### config.mk
export PLATFORM = sky130hd
export DESIGN_NAME = dds_mode_source_select
export DESIGN_NICKNAME = d
export VERILOG_FILES = /design/src/rtl/dds_pkg.sv /design/src/rtl/ramp_slope.sv /design/src/rtl/dds_mode_source_select.sv
export SDC_FILE = /design/constraint.sdc
export NUM_CORES = 2
export LEC_CHECK = 0
export BUFFER_PORTS_ARGS = -buffer_cell sky130_fd_sc_hd__buf_2
export CELL_PAD_IN_SITES_DETAIL_PLACEMENT = 1
export CELL_PAD_IN_SITES_GLOBAL_PLACEMENT = 1
export CORE_UTILIZATION = 48
export DETAILED_ROUTE_END_ITERATION = 12
export PLACE_DENSITY = 0.74
export SLEW_MARGIN = 20
export SYNTH_ARGS = -nofsm -noshare
export SYNTH_HDL_FRONTEND = slang
export SYNTH_HIERARCHICAL = 1
export SYNTH_SLANG_ARGS = --single-unit
### constraint.sdc
create_clock -name sys_clk -period 67.7 [get_ports sys_clk]
set_clock_uncertainty 0.15 [all_clocks]
set_input_delay 13.54 -clock sys_clk [delete_from_list [all_inputs] [get_ports sys_clk]]
set_output_delay 13.54 -clock sys_clk [all_outputs]
set_load 0.005 [all_outputs]
### src/rtl/dds_pkg.sv
// Purpose: Shared constants and types for the synthesizer source selector
// Assumes: 32-bit APB register words, byte addresses, sys_clk is the sample clock
// Notes:   Register indices are byte address divided by four
package dds_pkg;

  // Parallel data clock divider (1/24 of the sample clock)
  localparam logic [4:0]  DIV_TOP          = 5'h17;
  localparam logic [4:0]  DIV_HALF         = 5'h0C;

  // Register indices
  localparam logic [4:0]  IDX_CTRL         = 5'h00;
  localparam logic [4:0]  IDX_MODE         = 5'h01;
  localparam logic [4:0]  IDX_RAMP_LOWER   = 5'h02;
  localparam logic [4:0]  IDX_RAMP_UPPER   = 5'h03;
  localparam logic [4:0]  IDX_RISE_STEP    = 5'h04;
  localparam logic [4:0]  IDX_FALL_STEP    = 5'h05;
  localparam logic [4:0]  IDX_RAMP_RATE    = 5'h06;
  localparam logic [4:0]  IDX_KEYING       = 5'h07;
  localparam logic [4:0]  IDX_STATUS       = 5'h08;
  localparam logic [4:0]  IDX_GAP_LAST     = 5'h0F;
  localparam logic [4:0]  IDX_PROFILE_BASE = 5'h10;
  localparam logic [31:0] RESET_WORD       = 32'h0000_0000;

  // Control register fields
  localparam int          PD_MODE_LSB      = 0;
  localparam int          KEY_EN_BIT       = 8;
  localparam int          KEY_AUTO_BIT     = 9;
  // Mode register fields
  localparam int          PROF_EN_BIT      = 0;
  localparam int          RAMP_EN_BIT      = 1;
  localparam int          PAR_EN_BIT       = 2;
  localparam int          MOD_EN_BIT       = 3;
  localparam int          RAMP_DEST_LSB    = 4;
  // Field positions inside words
  localparam int          RATE_FALL_LSB    = 16;
  localparam int          PROF_AMP_LSB     = 16;
  localparam int          KEY_STEP_LSB     = 12;
  localparam int          KEY_RATE_LSB     = 24;

  // Positions inside the synchronised pin vector
  localparam int          PIN_PAR_LSB      = 0;
  localparam int          PIN_KEY          = 32;
  localparam int          PIN_PAUSE        = 33;
  localparam int          PIN_DIR          = 34;
  localparam int          PIN_FSEL_LSB     = 35;
  localparam int          PIN_PSEL_LSB     = 39;
  localparam int          PIN_UPD          = 42;
  localparam int          PIN_PD           = 43;
  localparam int          PIN_W            = 44;

  localparam logic [11:0] FULL_AMP         = 12'hFFF;

  typedef enum logic [1:0] {
    DEST_FREQ  = 2'h0,
    DEST_PHASE = 2'h1,
    DEST_AMP   = 2'h2,
    DEST_POLAR = 2'h3
  } dest_t;

  typedef struct packed {
    logic [31:0] ftw;
    logic [15:0] phase;
    logic [11:0] amp;
  } tone_t;

endpackage

### src/rtl/ramp_slope.sv
// Purpose: Linear ramp generator with limits, per-slope step and rate
// Assumes: step_en pulses once per parallel data clock period
// Notes:   Output clamps at the limits; rate 0 steps on every pulse
`timescale 1ns/1ns
module ramp_slope #(
  parameter int WIDTH = 32
) (
  input  wire logic             sys_clk,
  input  wire logic             rst,
  input  wire logic             ce,
  input  wire logic             step_en,
  input  wire logic             enable,
  input  wire logic             dir_up,
  input  wire logic             pause,
  input  wire logic [WIDTH-1:0] lower,
  input  wire logic [WIDTH-1:0] upper,
  input  wire logic [WIDTH-1:0] rise_step,
  input  wire logic [WIDTH-1:0] fall_step,
  input  wire logic [15:0]      rise_rate,
  input  wire logic [15:0]      fall_rate,
  output logic      [WIDTH-1:0] value,
  output logic                  at_limit
);

  logic [15:0]      rate_cnt;
  logic [WIDTH:0]   up_sum;
  logic [WIDTH:0]   down_diff;
  logic [WIDTH-1:0] next_value;
  logic             advance;
  logic             do_step;

  assign advance   = ce && step_en && enable && !pause;  // see [RULE15]
  assign do_step   = advance && (rate_cnt == 16'h0000);
  assign up_sum    = {1'b0, value} + {1'b0, rise_step};
  assign down_diff = {1'b0, value} - {1'b0, fall_step};
  // Clamp at the programmed limits, direction from the pin
  assign next_value = dir_up ?
    ((up_sum[WIDTH] || (up_sum[WIDTH-1:0] > upper)) ? upper : up_sum[WIDTH-1:0]) :
    ((down_diff[WIDTH] || (down_diff[WIDTH-1:0] < lower)) ? lower :
     down_diff[WIDTH-1:0]);                              // see [RULE12] see [RULE14]
  assign at_limit  = enable && ((value == upper) || (value == lower));  // see [RULE20]

  always_ff @(posedge sys_clk or posedge rst) begin
    if (rst) begin
      value    <= '0;
      rate_cnt <= 16'h0000;
    end else if (ce && !enable) begin
      value    <= lower;
      rate_cnt <= 16'h0000;
    end else if (do_step) begin
      value    <= next_value;
      rate_cnt <= dir_up ? rise_rate : fall_rate;
    end else if (advance) begin
      rate_cnt <= rate_cnt - 16'h0001;
    end
  end

  AST_PAUSE_HOLDS: assert property (@(posedge sys_clk) disable iff (rst)  // see [RULE15]
    (enable && pause && $past(enable)) |=> $stable(value))
    else $error("Ramp moved while paused");

  AST_RAMP_BOUNDED: assert property (@(posedge sys_clk) disable iff (rst)  // see [RULE12]
    (do_step && (lower <= upper) && (value >= lower) && (value <= upper)
     && $stable(lower) && $stable(upper))
    |=> (value >= lower) && (value <= upper))
    else $error("Ramp stepped past a limit");

endmodule // ramp_slope

### src/rtl/dds_mode_source_select.sv
// Purpose: Source selection of frequency, phase and amplitude words for a synthesizer
// Assumes: sys_clk is the sample clock; pins are asynchronous to it
// Notes:   Registers over APB are buffered and copied on update or profile change
//
// Operation
// [RULE1] Power-down pin high enters the power-down mode chosen in control.
// [RULE2] Controller sets update, profile and data pins up to parallel clock rising edge.
// [RULE3] Master clear clears all storage and restores register defaults.
// [RULE4] Update strobe high copies all buffered registers into active registers.
// [RULE5] Five modes: single tone, profile, ramp, parallel port, programmable modulus.
// [RULE6] Modes may overlap; fixed priority gives each parameter one source.
// [RULE7] Single tone takes all words from the pin-selected profile.
// [RULE8] Eight profiles, each with frequency, phase and amplitude.
// [RULE9] Profile pin change loads the new profile at the next parallel clock edge.
// [RULE10] Profile or ramp amplitude applies only with keying enable bit 8 set.
// [RULE11] Amplitude keying has its own ramp and overrides all amplitude sources.
// [RULE12] Ramp has upper and lower limits and per-slope step size and rate.
// [RULE13] Ramp is 32 bits; frequency all, phase top 16, amplitude top 12.
// [RULE14] Ramp direction follows the direction pin driven by the controller.
// [RULE15] Pause pin stops ramp stepping and holds its value.
// [RULE16] Parallel mode drives parameters from the word, split by function pins.
// [RULE17] Parallel word is unsigned binary for every destination.
// [RULE18] Parallel data clock output runs at one twenty-fourth of sample rate.
// [RULE19] Unmodulated parameters come from programming registers by mode.
// [RULE20] Ramp limit flag goes high at the upper or lower limit.
// [RULE21] Profile source beats parallel port on a shared parameter.
// [RULE22] Four function pins pick the interface and the parallel word split.
// [RULE23] Ramp direction and pause are sampled on the parallel data clock.
//
// The APB slave port and the address map were left to the implementer.
`timescale 1ns/1ns
module dds_mode_source_select (
  input  wire logic        sys_clk,
  input  wire logic        rst,
  input  wire logic        ce,
  input  wire logic [7:0]  paddr,
  input  wire logic        psel,
  input  wire logic        penable,
  input  wire logic        pwrite,
  input  wire logic [31:0] pwdata,
  output logic      [31:0] prdata,
  output logic             pready,
  output logic             pslverr,
  input  wire logic        external_power_down_pin,
  input  wire logic        io_update_pin,
  input  wire logic [2:0]  profile_select_pins,
  input  wire logic [3:0]  function_select_pins,
  input  wire logic [31:0] parallel_data_bus,
  input  wire logic        ramp_direction_pin,
  input  wire logic        ramp_pause_pin,
  input  wire logic        amplitude_keying_pin,
  output logic             sync_clk_out,
  output logic             ramp_limit_flag,
  output logic             power_down_active,
  output logic      [1:0]  power_down_mode_out,
  output logic      [31:0] ftw_out,
  output logic      [15:0] phase_out,
  output logic      [11:0] amp_out
);

  // Parallel data clock divider
  logic [4:0] div_cnt;
  logic [4:0] next_div_cnt;
  logic       sync_tick;
  logic       tick_d;

  assign sync_tick    = ce && (div_cnt == dds_pkg::DIV_TOP);
  assign next_div_cnt = sync_tick ? 5'h00 : 5'(div_cnt + 5'h01);

  always_ff @(posedge sys_clk or posedge rst) begin
    if (rst) begin
      div_cnt      <= 5'h00;
      sync_clk_out <= 1'b0;
      tick_d       <= 1'b0;
    end else if (ce) begin
      div_cnt      <= next_div_cnt;
      sync_clk_out <= (sync_tick || sync_clk_out) &&
                      (next_div_cnt < dds_pkg::DIV_HALF);  // see [RULE18]
      tick_d       <= sync_tick;
    end
  end

  // Pin synchronisers and capture on the parallel clock rising edge
  logic [dds_pkg::PIN_W-1:0] pin_raw;
  logic [dds_pkg::PIN_W-1:0] pin_meta;
  logic [dds_pkg::PIN_W-1:0] pin_sync;
  logic [dds_pkg::PIN_W-1:0] pin_cap;

  assign pin_raw = {external_power_down_pin, io_update_pin, profile_select_pins,
                    function_select_pins, ramp_direction_pin, ramp_pause_pin,
                    amplitude_keying_pin, parallel_data_bus};

  genvar g;
  generate
    for (g = 0; g < dds_pkg::PIN_W; g = g + 1) begin : g_pin
      always_ff @(posedge sys_clk or posedge rst) begin
        if (rst) begin
          pin_meta[g] <= 1'b0;
          pin_sync[g] <= 1'b0;
          pin_cap[g]  <= 1'b0;
        end else if (ce) begin
          pin_meta[g] <= pin_raw[g];
          pin_sync[g] <= pin_meta[g];
          if (sync_tick) begin
            pin_cap[g] <= pin_sync[g];  // see [RULE2] see [RULE23]
          end
        end
      end
    end
  endgenerate

  logic [2:0]  cap_psel;
  logic [3:0]  cap_fsel;
  logic [31:0] cap_par;
  logic        upd_now;
  logic        prof_change;
  logic        copy_all;

  assign cap_psel    = pin_cap[dds_pkg::PIN_PSEL_LSB +: 3];
  assign cap_fsel    = pin_cap[dds_pkg::PIN_FSEL_LSB +: 4];
  assign cap_par     = pin_cap[dds_pkg::PIN_PAR_LSB +: 32];
  assign upd_now     = pin_sync[dds_pkg::PIN_UPD];
  assign prof_change = pin_sync[dds_pkg::PIN_PSEL_LSB +: 3] != cap_psel;
  assign copy_all    = sync_tick && (upd_now || prof_change);  // see [RULE4]

  // APB decode
  logic [4:0]  idx;
  logic        in_gap;
  logic        mapped;
  logic        writable;
  logic        apb_write;
  logic        apb_setup_rd;
  logic [31:0] status_word;
  logic [31:0] rd_word;

  assign idx          = paddr[6:2];
  assign in_gap       = (idx > dds_pkg::IDX_STATUS) && (idx <= dds_pkg::IDX_GAP_LAST);
  assign mapped       = !paddr[7] && (paddr[1:0] == 2'h0) && !in_gap;
  assign writable     = mapped && (idx != dds_pkg::IDX_STATUS);
  assign pready       = 1'b1;
  assign pslverr      = psel && penable && !mapped;
  assign apb_write    = ce && psel && penable && pwrite && writable;
  assign apb_setup_rd = ce && psel && !penable && !pwrite;

  // Buffered and active register banks; eight profiles in two words each
  logic [31:0] buf_regs [0:31];
  logic [31:0] act_regs [0:31];

  generate
    for (g = 0; g < 32; g = g + 1) begin : g_reg
      always_ff @(posedge sys_clk or posedge rst) begin
        if (rst) begin
          buf_regs[g] <= dds_pkg::RESET_WORD;  // see [RULE3]
          act_regs[g] <= dds_pkg::RESET_WORD;
        end else if (ce) begin
          if (apb_write && (idx == 5'(g))) begin
            buf_regs[g] <= pwdata;
          end
          if (copy_all) begin
            act_regs[g] <= buf_regs[g];  // see [RULE4] see [RULE8]
          end
        end
      end
    end
  endgenerate

  assign rd_word = (idx == dds_pkg::IDX_STATUS) ? status_word : buf_regs[idx];

  always_ff @(posedge sys_clk or posedge rst) begin
    if (rst) begin
      prdata <= 32'h0000_0000;
    end else if (apb_setup_rd) begin
      prdata <= mapped ? rd_word : 32'h0000_0000;
    end
  end

  // Active configuration fields
  logic [31:0]    ctrl;
  logic [31:0]    mode;
  logic           key_en;
  logic           key_auto;
  logic           prof_en;
  logic           ramp_en;
  logic           par_en;
  logic           mod_en;
  dds_pkg::dest_t ramp_dest;
  dds_pkg::dest_t par_dest;
  logic [4:0]     prof_idx;
  logic [31:0]    prof_ftw;
  logic [31:0]    prof_pa;

  assign ctrl      = act_regs[dds_pkg::IDX_CTRL];
  assign mode      = act_regs[dds_pkg::IDX_MODE];
  assign key_en    = ctrl[dds_pkg::KEY_EN_BIT];
  assign key_auto  = ctrl[dds_pkg::KEY_AUTO_BIT];
  assign prof_en   = mode[dds_pkg::PROF_EN_BIT];
  assign ramp_en   = mode[dds_pkg::RAMP_EN_BIT];
  assign mod_en    = mode[dds_pkg::MOD_EN_BIT];
  assign par_en    = mode[dds_pkg::PAR_EN_BIT] && cap_fsel[3];  // see [RULE22]
  assign ramp_dest = dds_pkg::dest_t'(mode[dds_pkg::RAMP_DEST_LSB +: 2]);
  assign par_dest  = dds_pkg::dest_t'(cap_fsel[1:0]);            // see [RULE22]
  assign prof_idx  = 5'(dds_pkg::IDX_PROFILE_BASE + {1'b0, cap_psel, 1'b0});
  assign prof_ftw  = act_regs[prof_idx];                         // see [RULE7]
  assign prof_pa   = act_regs[5'(prof_idx + 5'h01)];

  // Ramp generators: main 32-bit ramp and amplitude keying ramp
  logic [31:0] ramp_value;
  logic        ramp_at_limit;
  logic [11:0] key_value;
  logic [31:0] key_word;

  assign key_word = act_regs[dds_pkg::IDX_KEYING];

  ramp_slope #(.WIDTH(32)) u_ramp (
    .sys_clk   (sys_clk),
    .rst       (rst),
    .ce        (ce),
    .step_en   (tick_d),
    .enable    (ramp_en),
    .dir_up    (pin_cap[dds_pkg::PIN_DIR]),    // see [RULE14]
    .pause     (pin_cap[dds_pkg::PIN_PAUSE]),  // see [RULE15]
    .lower     (act_regs[dds_pkg::IDX_RAMP_LOWER]),
    .upper     (act_regs[dds_pkg::IDX_RAMP_UPPER]),
    .rise_step (act_regs[dds_pkg::IDX_RISE_STEP]),
    .fall_step (act_regs[dds_pkg::IDX_FALL_STEP]),
    .rise_rate (act_regs[dds_pkg::IDX_RAMP_RATE][15:0]),
    .fall_rate (act_regs[dds_pkg::IDX_RAMP_RATE][dds_pkg::RATE_FALL_LSB +: 16]),
    .value     (ramp_value),
    .at_limit  (ramp_at_limit)
  );

  ramp_slope #(.WIDTH(12)) u_keying (
    .sys_clk   (sys_clk),
    .rst       (rst),
    .ce        (ce),
    .step_en   (tick_d),
    .enable    (key_auto),
    .dir_up    (pin_cap[dds_pkg::PIN_KEY]),  // see [RULE11]
    .pause     (1'b0),
    .lower     (12'h000),
    .upper     (key_word[11:0]),
    .rise_step (key_word[dds_pkg::KEY_STEP_LSB +: 12]),
    .fall_step (key_word[dds_pkg::KEY_STEP_LSB +: 12]),
    .rise_rate ({8'h00, key_word[dds_pkg::KEY_RATE_LSB +: 8]}),
    .fall_rate ({8'h00, key_word[dds_pkg::KEY_RATE_LSB +: 8]}),
    .value     (key_value),
    .at_limit  ()
  );

  // Per-parameter source priority
  logic          ramp_freq;
  logic          ramp_phase;
  logic          ramp_amp;
  logic          par_freq;
  logic          par_phase;
  logic          par_amp;
  logic [15:0]   par_phase_word;
  logic [11:0]   par_amp_word;
  dds_pkg::tone_t next_tone;

  assign ramp_freq  = ramp_en && !mod_en && (ramp_dest == dds_pkg::DEST_FREQ);
  assign ramp_phase = ramp_en && !mod_en && (ramp_dest == dds_pkg::DEST_PHASE);
  assign ramp_amp   = ramp_en && !mod_en && (ramp_dest == dds_pkg::DEST_AMP);
  assign par_freq   = par_en && (par_dest == dds_pkg::DEST_FREQ);
  assign par_phase  = par_en && ((par_dest == dds_pkg::DEST_PHASE) ||
                                 (par_dest == dds_pkg::DEST_POLAR));
  assign par_amp    = par_en && ((par_dest == dds_pkg::DEST_AMP) ||
                                 (par_dest == dds_pkg::DEST_POLAR));
  // Unsigned fields of the parallel word; polar puts amplitude in the low half
  assign par_phase_word = cap_par[31:16];                              // see [RULE17]
  assign par_amp_word   = (par_dest == dds_pkg::DEST_POLAR) ? cap_par[15:4] :
                          cap_par[31:20];                              // see [RULE16]

  always_comb begin
    // Default is the selected profile (single tone and unmodulated words)
    next_tone.ftw   = prof_ftw;                                        // see [RULE19]
    next_tone.phase = prof_pa[15:0];
    next_tone.amp   = prof_pa[dds_pkg::PROF_AMP_LSB +: 12];
    // Frequency: modulus, ramp, profile, parallel port
    if (mod_en || (!ramp_freq && prof_en)) begin
      next_tone.ftw = prof_ftw;                                        // see [RULE6] see [RULE5]
    end else if (ramp_freq) begin
      next_tone.ftw = ramp_value;                                      // see [RULE13]
    end else if (par_freq) begin
      next_tone.ftw = cap_par;                                         // see [RULE21]
    end
    // Phase: ramp, profile, parallel port
    if (ramp_phase) begin
      next_tone.phase = ramp_value[31:16];                             // see [RULE13]
    end else if (!prof_en && par_phase) begin
      next_tone.phase = par_phase_word;                                // see [RULE21]
    end
    // Amplitude: keying ramp, then gated ramp, profile, parallel port
    if (key_auto) begin
      next_tone.amp = key_value;                                       // see [RULE11]
    end else if (!key_en) begin
      next_tone.amp = dds_pkg::FULL_AMP;                               // see [RULE10]
    end else if (ramp_amp) begin
      next_tone.amp = ramp_value[31:20];                               // see [RULE13]
    end else if (!prof_en && par_amp) begin
      next_tone.amp = par_amp_word;
    end
  end

  // Outputs load one sys_clk after the parallel clock rising edge
  always_ff @(posedge sys_clk or posedge rst) begin
    if (rst) begin
      ftw_out             <= 32'h0000_0000;
      phase_out           <= 16'h0000;
      amp_out             <= 12'h000;
      ramp_limit_flag     <= 1'b0;
      power_down_active   <= 1'b0;
      power_down_mode_out <= 2'h0;
    end else if (ce && tick_d) begin
      ftw_out             <= next_tone.ftw;                            // see [RULE9]
      phase_out           <= next_tone.phase;
      amp_out             <= next_tone.amp;
      ramp_limit_flag     <= ramp_at_limit;                            // see [RULE20]
      power_down_active   <= pin_cap[dds_pkg::PIN_PD];                 // see [RULE1]
      power_down_mode_out <= pin_cap[dds_pkg::PIN_PD] ?
                             ctrl[dds_pkg::PD_MODE_LSB +: 2] : 2'h0;
    end
  end

  assign status_word = {20'h00000, ramp_en, par_en, prof_en, mod_en,
                        power_down_active, ramp_limit_flag, 3'h0, cap_psel} |
                       32'h0000_0000;

  AST_DIVIDER_PERIOD: assert property (@(posedge sys_clk) disable iff (rst)  // see [RULE18]
    $rose(sync_clk_out) |-> ($past(div_cnt) == dds_pkg::DIV_TOP) && (div_cnt == 5'h00))
    else $error("Parallel clock rose off the divide-by-24 point");

  AST_CLEAR_DEFAULTS: assert property (@(posedge sys_clk)  // see [RULE3]
    $past(rst) |-> (ftw_out == 32'h0) && (amp_out == 12'h0) && !sync_clk_out
                   && (act_regs[0] == 32'h0) && (buf_regs[16] == 32'h0))
    else $error("Outputs not cleared after master clear");

  AST_UPDATE_COPIES: assert property (@(posedge sys_clk) disable iff (rst)  // see [RULE4]
    (sync_tick && upd_now && !apb_write) |=> (act_regs[1] == buf_regs[1])
                                             && (act_regs[17] == buf_regs[17]))
    else $error("Update strobe did not copy the buffers");

  AST_PROFILE_FREQ: assert property (@(posedge sys_clk) disable iff (rst)  // see [RULE9]
    (ce && tick_d && prof_en && !ramp_freq) |=> (ftw_out == $past(prof_ftw)))
    else $error("Selected profile frequency not applied");

  AST_KEYING_WINS: assert property (@(posedge sys_clk) disable iff (rst)  // see [RULE11]
    (ce && tick_d && key_auto) |=> (amp_out == $past(key_value)))
    else $error("Amplitude keying did not own the amplitude");

  AST_AMP_GATED: assert property (@(posedge sys_clk) disable iff (rst)  // see [RULE10]
    (ce && tick_d && !key_en && !key_auto) |=> (amp_out == dds_pkg::FULL_AMP))
    else $error("Amplitude applied without keying enable");

  AST_PARALLEL_FREQ: assert property (@(posedge sys_clk) disable iff (rst)  // see [RULE21]
    (ce && tick_d && par_freq && !prof_en && !ramp_freq && !mod_en)
    |=> (ftw_out == $past(cap_par)))
    else $error("Parallel word not routed to frequency");

  AST_POWER_DOWN: assert property (@(posedge sys_clk) disable iff (rst)  // see [RULE1]
    (ce && tick_d && pin_cap[dds_pkg::PIN_PD]) |=> power_down_active
                                      && (power_down_mode_out == $past(ctrl[1:0])))
    else $error("Power-down pin did not select the programmed mode");

endmodule // dds_mode_source_select

Word-level counts from Yosys, hierarchy flattened

Index checks and enable logic that the tools add are counted.

Register bits: 2,355
Latch bits: 0
RAM bits: 0
Bits in read-only memories: 0
Output and inout bits: 99
Logic and storage cells: 441
Memories: 0

$add $sub $neg: 9
$mul: 0
Div/mod/pow operators: 0
Magnitude comparators: 10
Eq/ne operators: 41
Shifts and indexed selects: 0
Muxes and demuxes: 40
Bitwise logic cells: 3
Reduce and logical (&&, ||, !) cells: 132

Operator list:

| kind                                                      | number |
|---|---|
| binary-select mux 32 bit (select 5 bit)                   | 3 |
| 2-to-1 mux 32 bit                                         | 14 |
| 2-to-1 mux 16 bit                                         | 9 |
| 2-to-1 mux 12 bit                                         | 10 |
| == test 5 bit (second input constant)                     | 17 |
| AND reduction 2 bit                                       | 34 |
| logical AND 1 bit                                         | 67 |
| == test 32 bit                                            | 2 |
| 2-to-1 mux 28 bit                                         | 2 |
| == test 5 x 4 -> 1 bit (second input constant)            | 8 |
| adder 32 x 32 -> 33 bit                                   | 1 |
| subtractor 32 x 32 -> 33 bit                              | 1 |
| > comparator 32 bit                                       | 1 |
| logical NOT 16 bit                                        | 2 |
| < comparator 32 bit                                       | 1 |
| subtractor 16 x 1 -> 16 bit (second input constant)       | 2 |
| == test 5 x 3 -> 1 bit (second input constant)            | 4 |
| greater-or-equal comparator 6 bit (second input constant) | 3 |
| inverter 5 -> 6 bit                                       | 3 |
| adder 12 x 12 -> 13 bit                                   | 1 |
| subtractor 12 x 12 -> 13 bit                              | 1 |
| > comparator 12 bit                                       | 1 |
| < comparator 12 x 1 -> 1 bit (second input constant)      | 1 |
| logical NOT 1 bit                                         | 11 |
| 18 further kinds                                          | 36 |

Longest topological paths before layout

Depth after elaboration: 10
Mapped depth: 24
Depth with buffers taken out: 22

Hierarchy

The synthesis kept the hierarchy.

Modules (own cells, without submodules):

| module                 | times used | cells an instance | area each (um^2) | sequential area each (um^2) |
|---|---|---|---|---|
| dds_mode_source_select | 1          | 5,356             | 81,762.2         | 47,095.2 |
| ramp_slope (u_ramp)    | 1          | 1,162             | 8,917.3          | 1,201.2 |
| ramp_slope (u_keying)  | 1          | 499               | 4,015.1          | 700.7 |

Worst setup path after synthesis

OpenSTA, ideal clock, no wires.

Path type: input to output
Start point: input paddr[4]
End point: output pslverr
Arrival: 14.573 ns
Required time: 54.010 ns
Slack: 39.437 ns
Stages: 5
Path buffers: 3
Cells stage by stage: buf_2 -> buf_2 -> buf_2 -> o21ai_0 -> a21oi_1

Word-level cells in the longest chain between the ends: 6
Elaborated cells between the ends (all ways): 7

RTL lines:

| element                                                                                | RTL line                      | source |
|---|---|---|
| start, declared                                                                        | dds_mode_source_select.sv:36  | `input wire logic [7:0] paddr,` |
| > comparator 5 x 4 -> 1 bit or less-or-equal comparator 5 x 4 -> 1 bit (tied branches) | dds_mode_source_select.sv:137 | `assign in_gap = (idx > dds_pkg::IDX_STATUS) && (idx <= dds_pkg::IDX_GAP_LAST);` |
| logical AND 1 bit (*)                                                                  | dds_mode_source_select.sv:137 |  |
| logical NOT 1 bit (*)                                                                  | dds_mode_source_select.sv:138 | `assign mapped = !paddr[7] && (paddr[1:0] == 2'h0) && !in_gap;` |
| logical AND 1 bit (*)                                                                  | dds_mode_source_select.sv:138 |  |
| logical NOT 1 bit (*)                                                                  | dds_mode_source_select.sv:141 | `assign pslverr = psel && penable && !mapped;` |
| logical AND 1 bit (*)                                                                  | dds_mode_source_select.sv:141 |  |
| end, declared                                                                          | dds_mode_source_select.sv:43  | `output logic pslverr,` |

Mark *: on every way between the ends. The rest lies on a longest branch, timed or not.

Final worst setup path

Start point: input paddr[3]
End point: output pslverr

The elaborated chain is that of the path after synthesis.

==> reports/results.ini <==
[placement]
gp_congestion=0.9413
portBuffers=186
placed_cell_area_mm2=0.09657
dp_hpwl_um=214200
place_ws_ps=38850
place_inst=9318

[pwr]
p_per_area_mw_per_mm2=25.98
ir_drop_v=0.00002787
p_sw_frac=0.2594
seq_power_share=0.461
power.internal_w=0.001996
p_sw_w=0.0006991
comb_power_share=0.099
p_clk_frac=0.440
leakage_nw=50.20

[floorplanning]
ios=189
die_h_um=445.5
core_region_area_mm2=0.1952
die_area_mm2=0.1985
placement_rows=162
start_util=0.4838
die_w_um=445.5

[yosys]
yosysWarningCount=6
syn_inst=6984
syn_area_mm2=0.09443
postSynthAreaPerCell_um2=13.52

[finish]
syn_to_final_growth_pct=9.853
layout.cells.most_common=dfrtp_1
mostFrequentLayoutCells=dfrtp_1, mux2_2, mux4_2
drive_gt1_frac=0.3578
final_cells=9708
design_area_mm2=0.1037
nets=7171

[drt]
dr_total_vias=60590
drt_iter0_markers=5327
first_pass_iters=6
ant_nets=0
wl_um=315000
route.detailed.drc=0
via_per_inst=6.241
post_drt_wl_per_cell_um=32.45

[critical_path]
slowest_delay_ps=520
startpoint_type=input port
cp_max_fo=68
cp_cell_sequence=buf_8 -> or2_1 -> o21ai_0 -> buf_4 -> a21oi_1 -> buf_2
cp_slowest_cell=buf_8
worst-setup-path-type=input port to primary output
end_kind=primary output
cp.required_ps=54010
worstPathArrival_ps=15160

[sta]
hold_viol_final=0
fmax_mhz=34.66
setup_tns_ps=0
finalWorstSetupSlack_ps=38850
worstMarginPinSlew_ps=1203
rsz0062_at_grt=false
finalCritPeriodShare=0.4261
period_needed_ps=28850
setup_violations=0
final_max_slew_viol_count=0
slew-limit-headroom=0.1748
fin_hold_ws_ps=223.3

[clock_tree]
cts_resized=0
cts_buffers=202
clock-sinks=1958
cts_max_level=4
clockBufferDepth=3
post_cts_buffers=0
ctsHoldBuffers=0
worst_skew_pair.late_latency_ps=870
ctsRootBufferMaster=clkbuf_16
clkTransAtPathRegs_ps=60
cts_tree=built

[flow_run]
cap_viol_max_count=0

[outcome]
outcome=completed

[global_route]
grt_max_degree=190
grt_use_total=0.3200
antenna_found_initial=38
grt_pass1_wl_um=461600
grt_pass1_vias=64990
grt-ovfl-total=0

[worst_hold_path]
holdCritPathClass=flip-flop to flip-flop

-- state kept, by name, indices dropped and copies added (netlist names), 32 cells and up --
register      flops
buf_regs        969
act_regs        640
pin_meta         43
pin_sync         42
cap_par          32
ftw_out          32
key_word         32
prdata           32
u_ramp/value     32
-- through the flow --
stage | utilization | total power (W)
5_1_grt | 0.5313 | 0.002769
2_1_floorplan | - | 0.001427
3_3_place_gp | 0.4947 | 0.001521
3_5_place_dp | 0.4947 | 0.001529
6_report | 0.5314 | 0.002695
4_1_cts | 0.5308 | 0.002707
-- final cells by class --
class / count / area, um2
clock inverter: 82 / 1051
tap: 2624 / 3283
timing repair buffer: 320 / 2085
sequential: 1958 / 49010
inverter: 167 / 634.4
multi-input combinational: 4251 / 41640
fill: 18880 / 91460
clock buffer: 290 / 5989
antenna: 16 / 40.04
-- metal layers --
layer,GRT usage,up-vias,routed length [um]
li1,-,25350,-
met1,0.4264,32690,130700
met2,0.4983,1880,145700
met3,0.05517,650,18490
met4,0.1786,18,19970
met5,0,-,111
-- worst max-delay path: cells and delay by family --
family | cells | cell delay [ps]
and+or+nand+nor | 1 | 430
AOI/OAI and AO/OA | 2 | 280
buffers and inverters | 3 | 850
-- path summary, 6_finish.rpt --
| check | start | end | slack, ps | depth (start not counted) |
|---|---|---|---|---|
| worst max-delay path | paddr[3] | pslverr | 38850 | 6 |
| worst min-delay path | buf_regs[550]$_DFFE_PP0P_ | buf_regs[550]$_DFFE_PP0P_ | 220 | 0 |
| worst max register to register | u_ramp/value[0]$_DFFE_PP0P_ | u_ramp/value[16]$_DFFE_PP0P_ | 60580 | 22 |
| worst min register to register | buf_regs[550]$_DFFE_PP0P_ | buf_regs[550]$_DFFE_PP0P_ | 220 | 0 |
| max in group asynchronous | rst | buf_regs[328]$_DFFE_PP0P_ | 50640 | 7 |
| min in group asynchronous | rst | u_keying/value[0]$_DFFE_PP0P_ | 12720 | 2 |
-- power by group through the flow --
stage                     clock network [W]  registers [W]  logic, W
after floorplan                           0        0.00124  0.000186
after global placement                    0        0.00126  0.000257
after detailed placement                  0        0.00126  0.000264
after CTS                           0.00120        0.00124  0.000266
after global routing                0.00124        0.00124  0.000284
final                               0.00119        0.00124  0.000266
(Power assumes the default switching activity.)
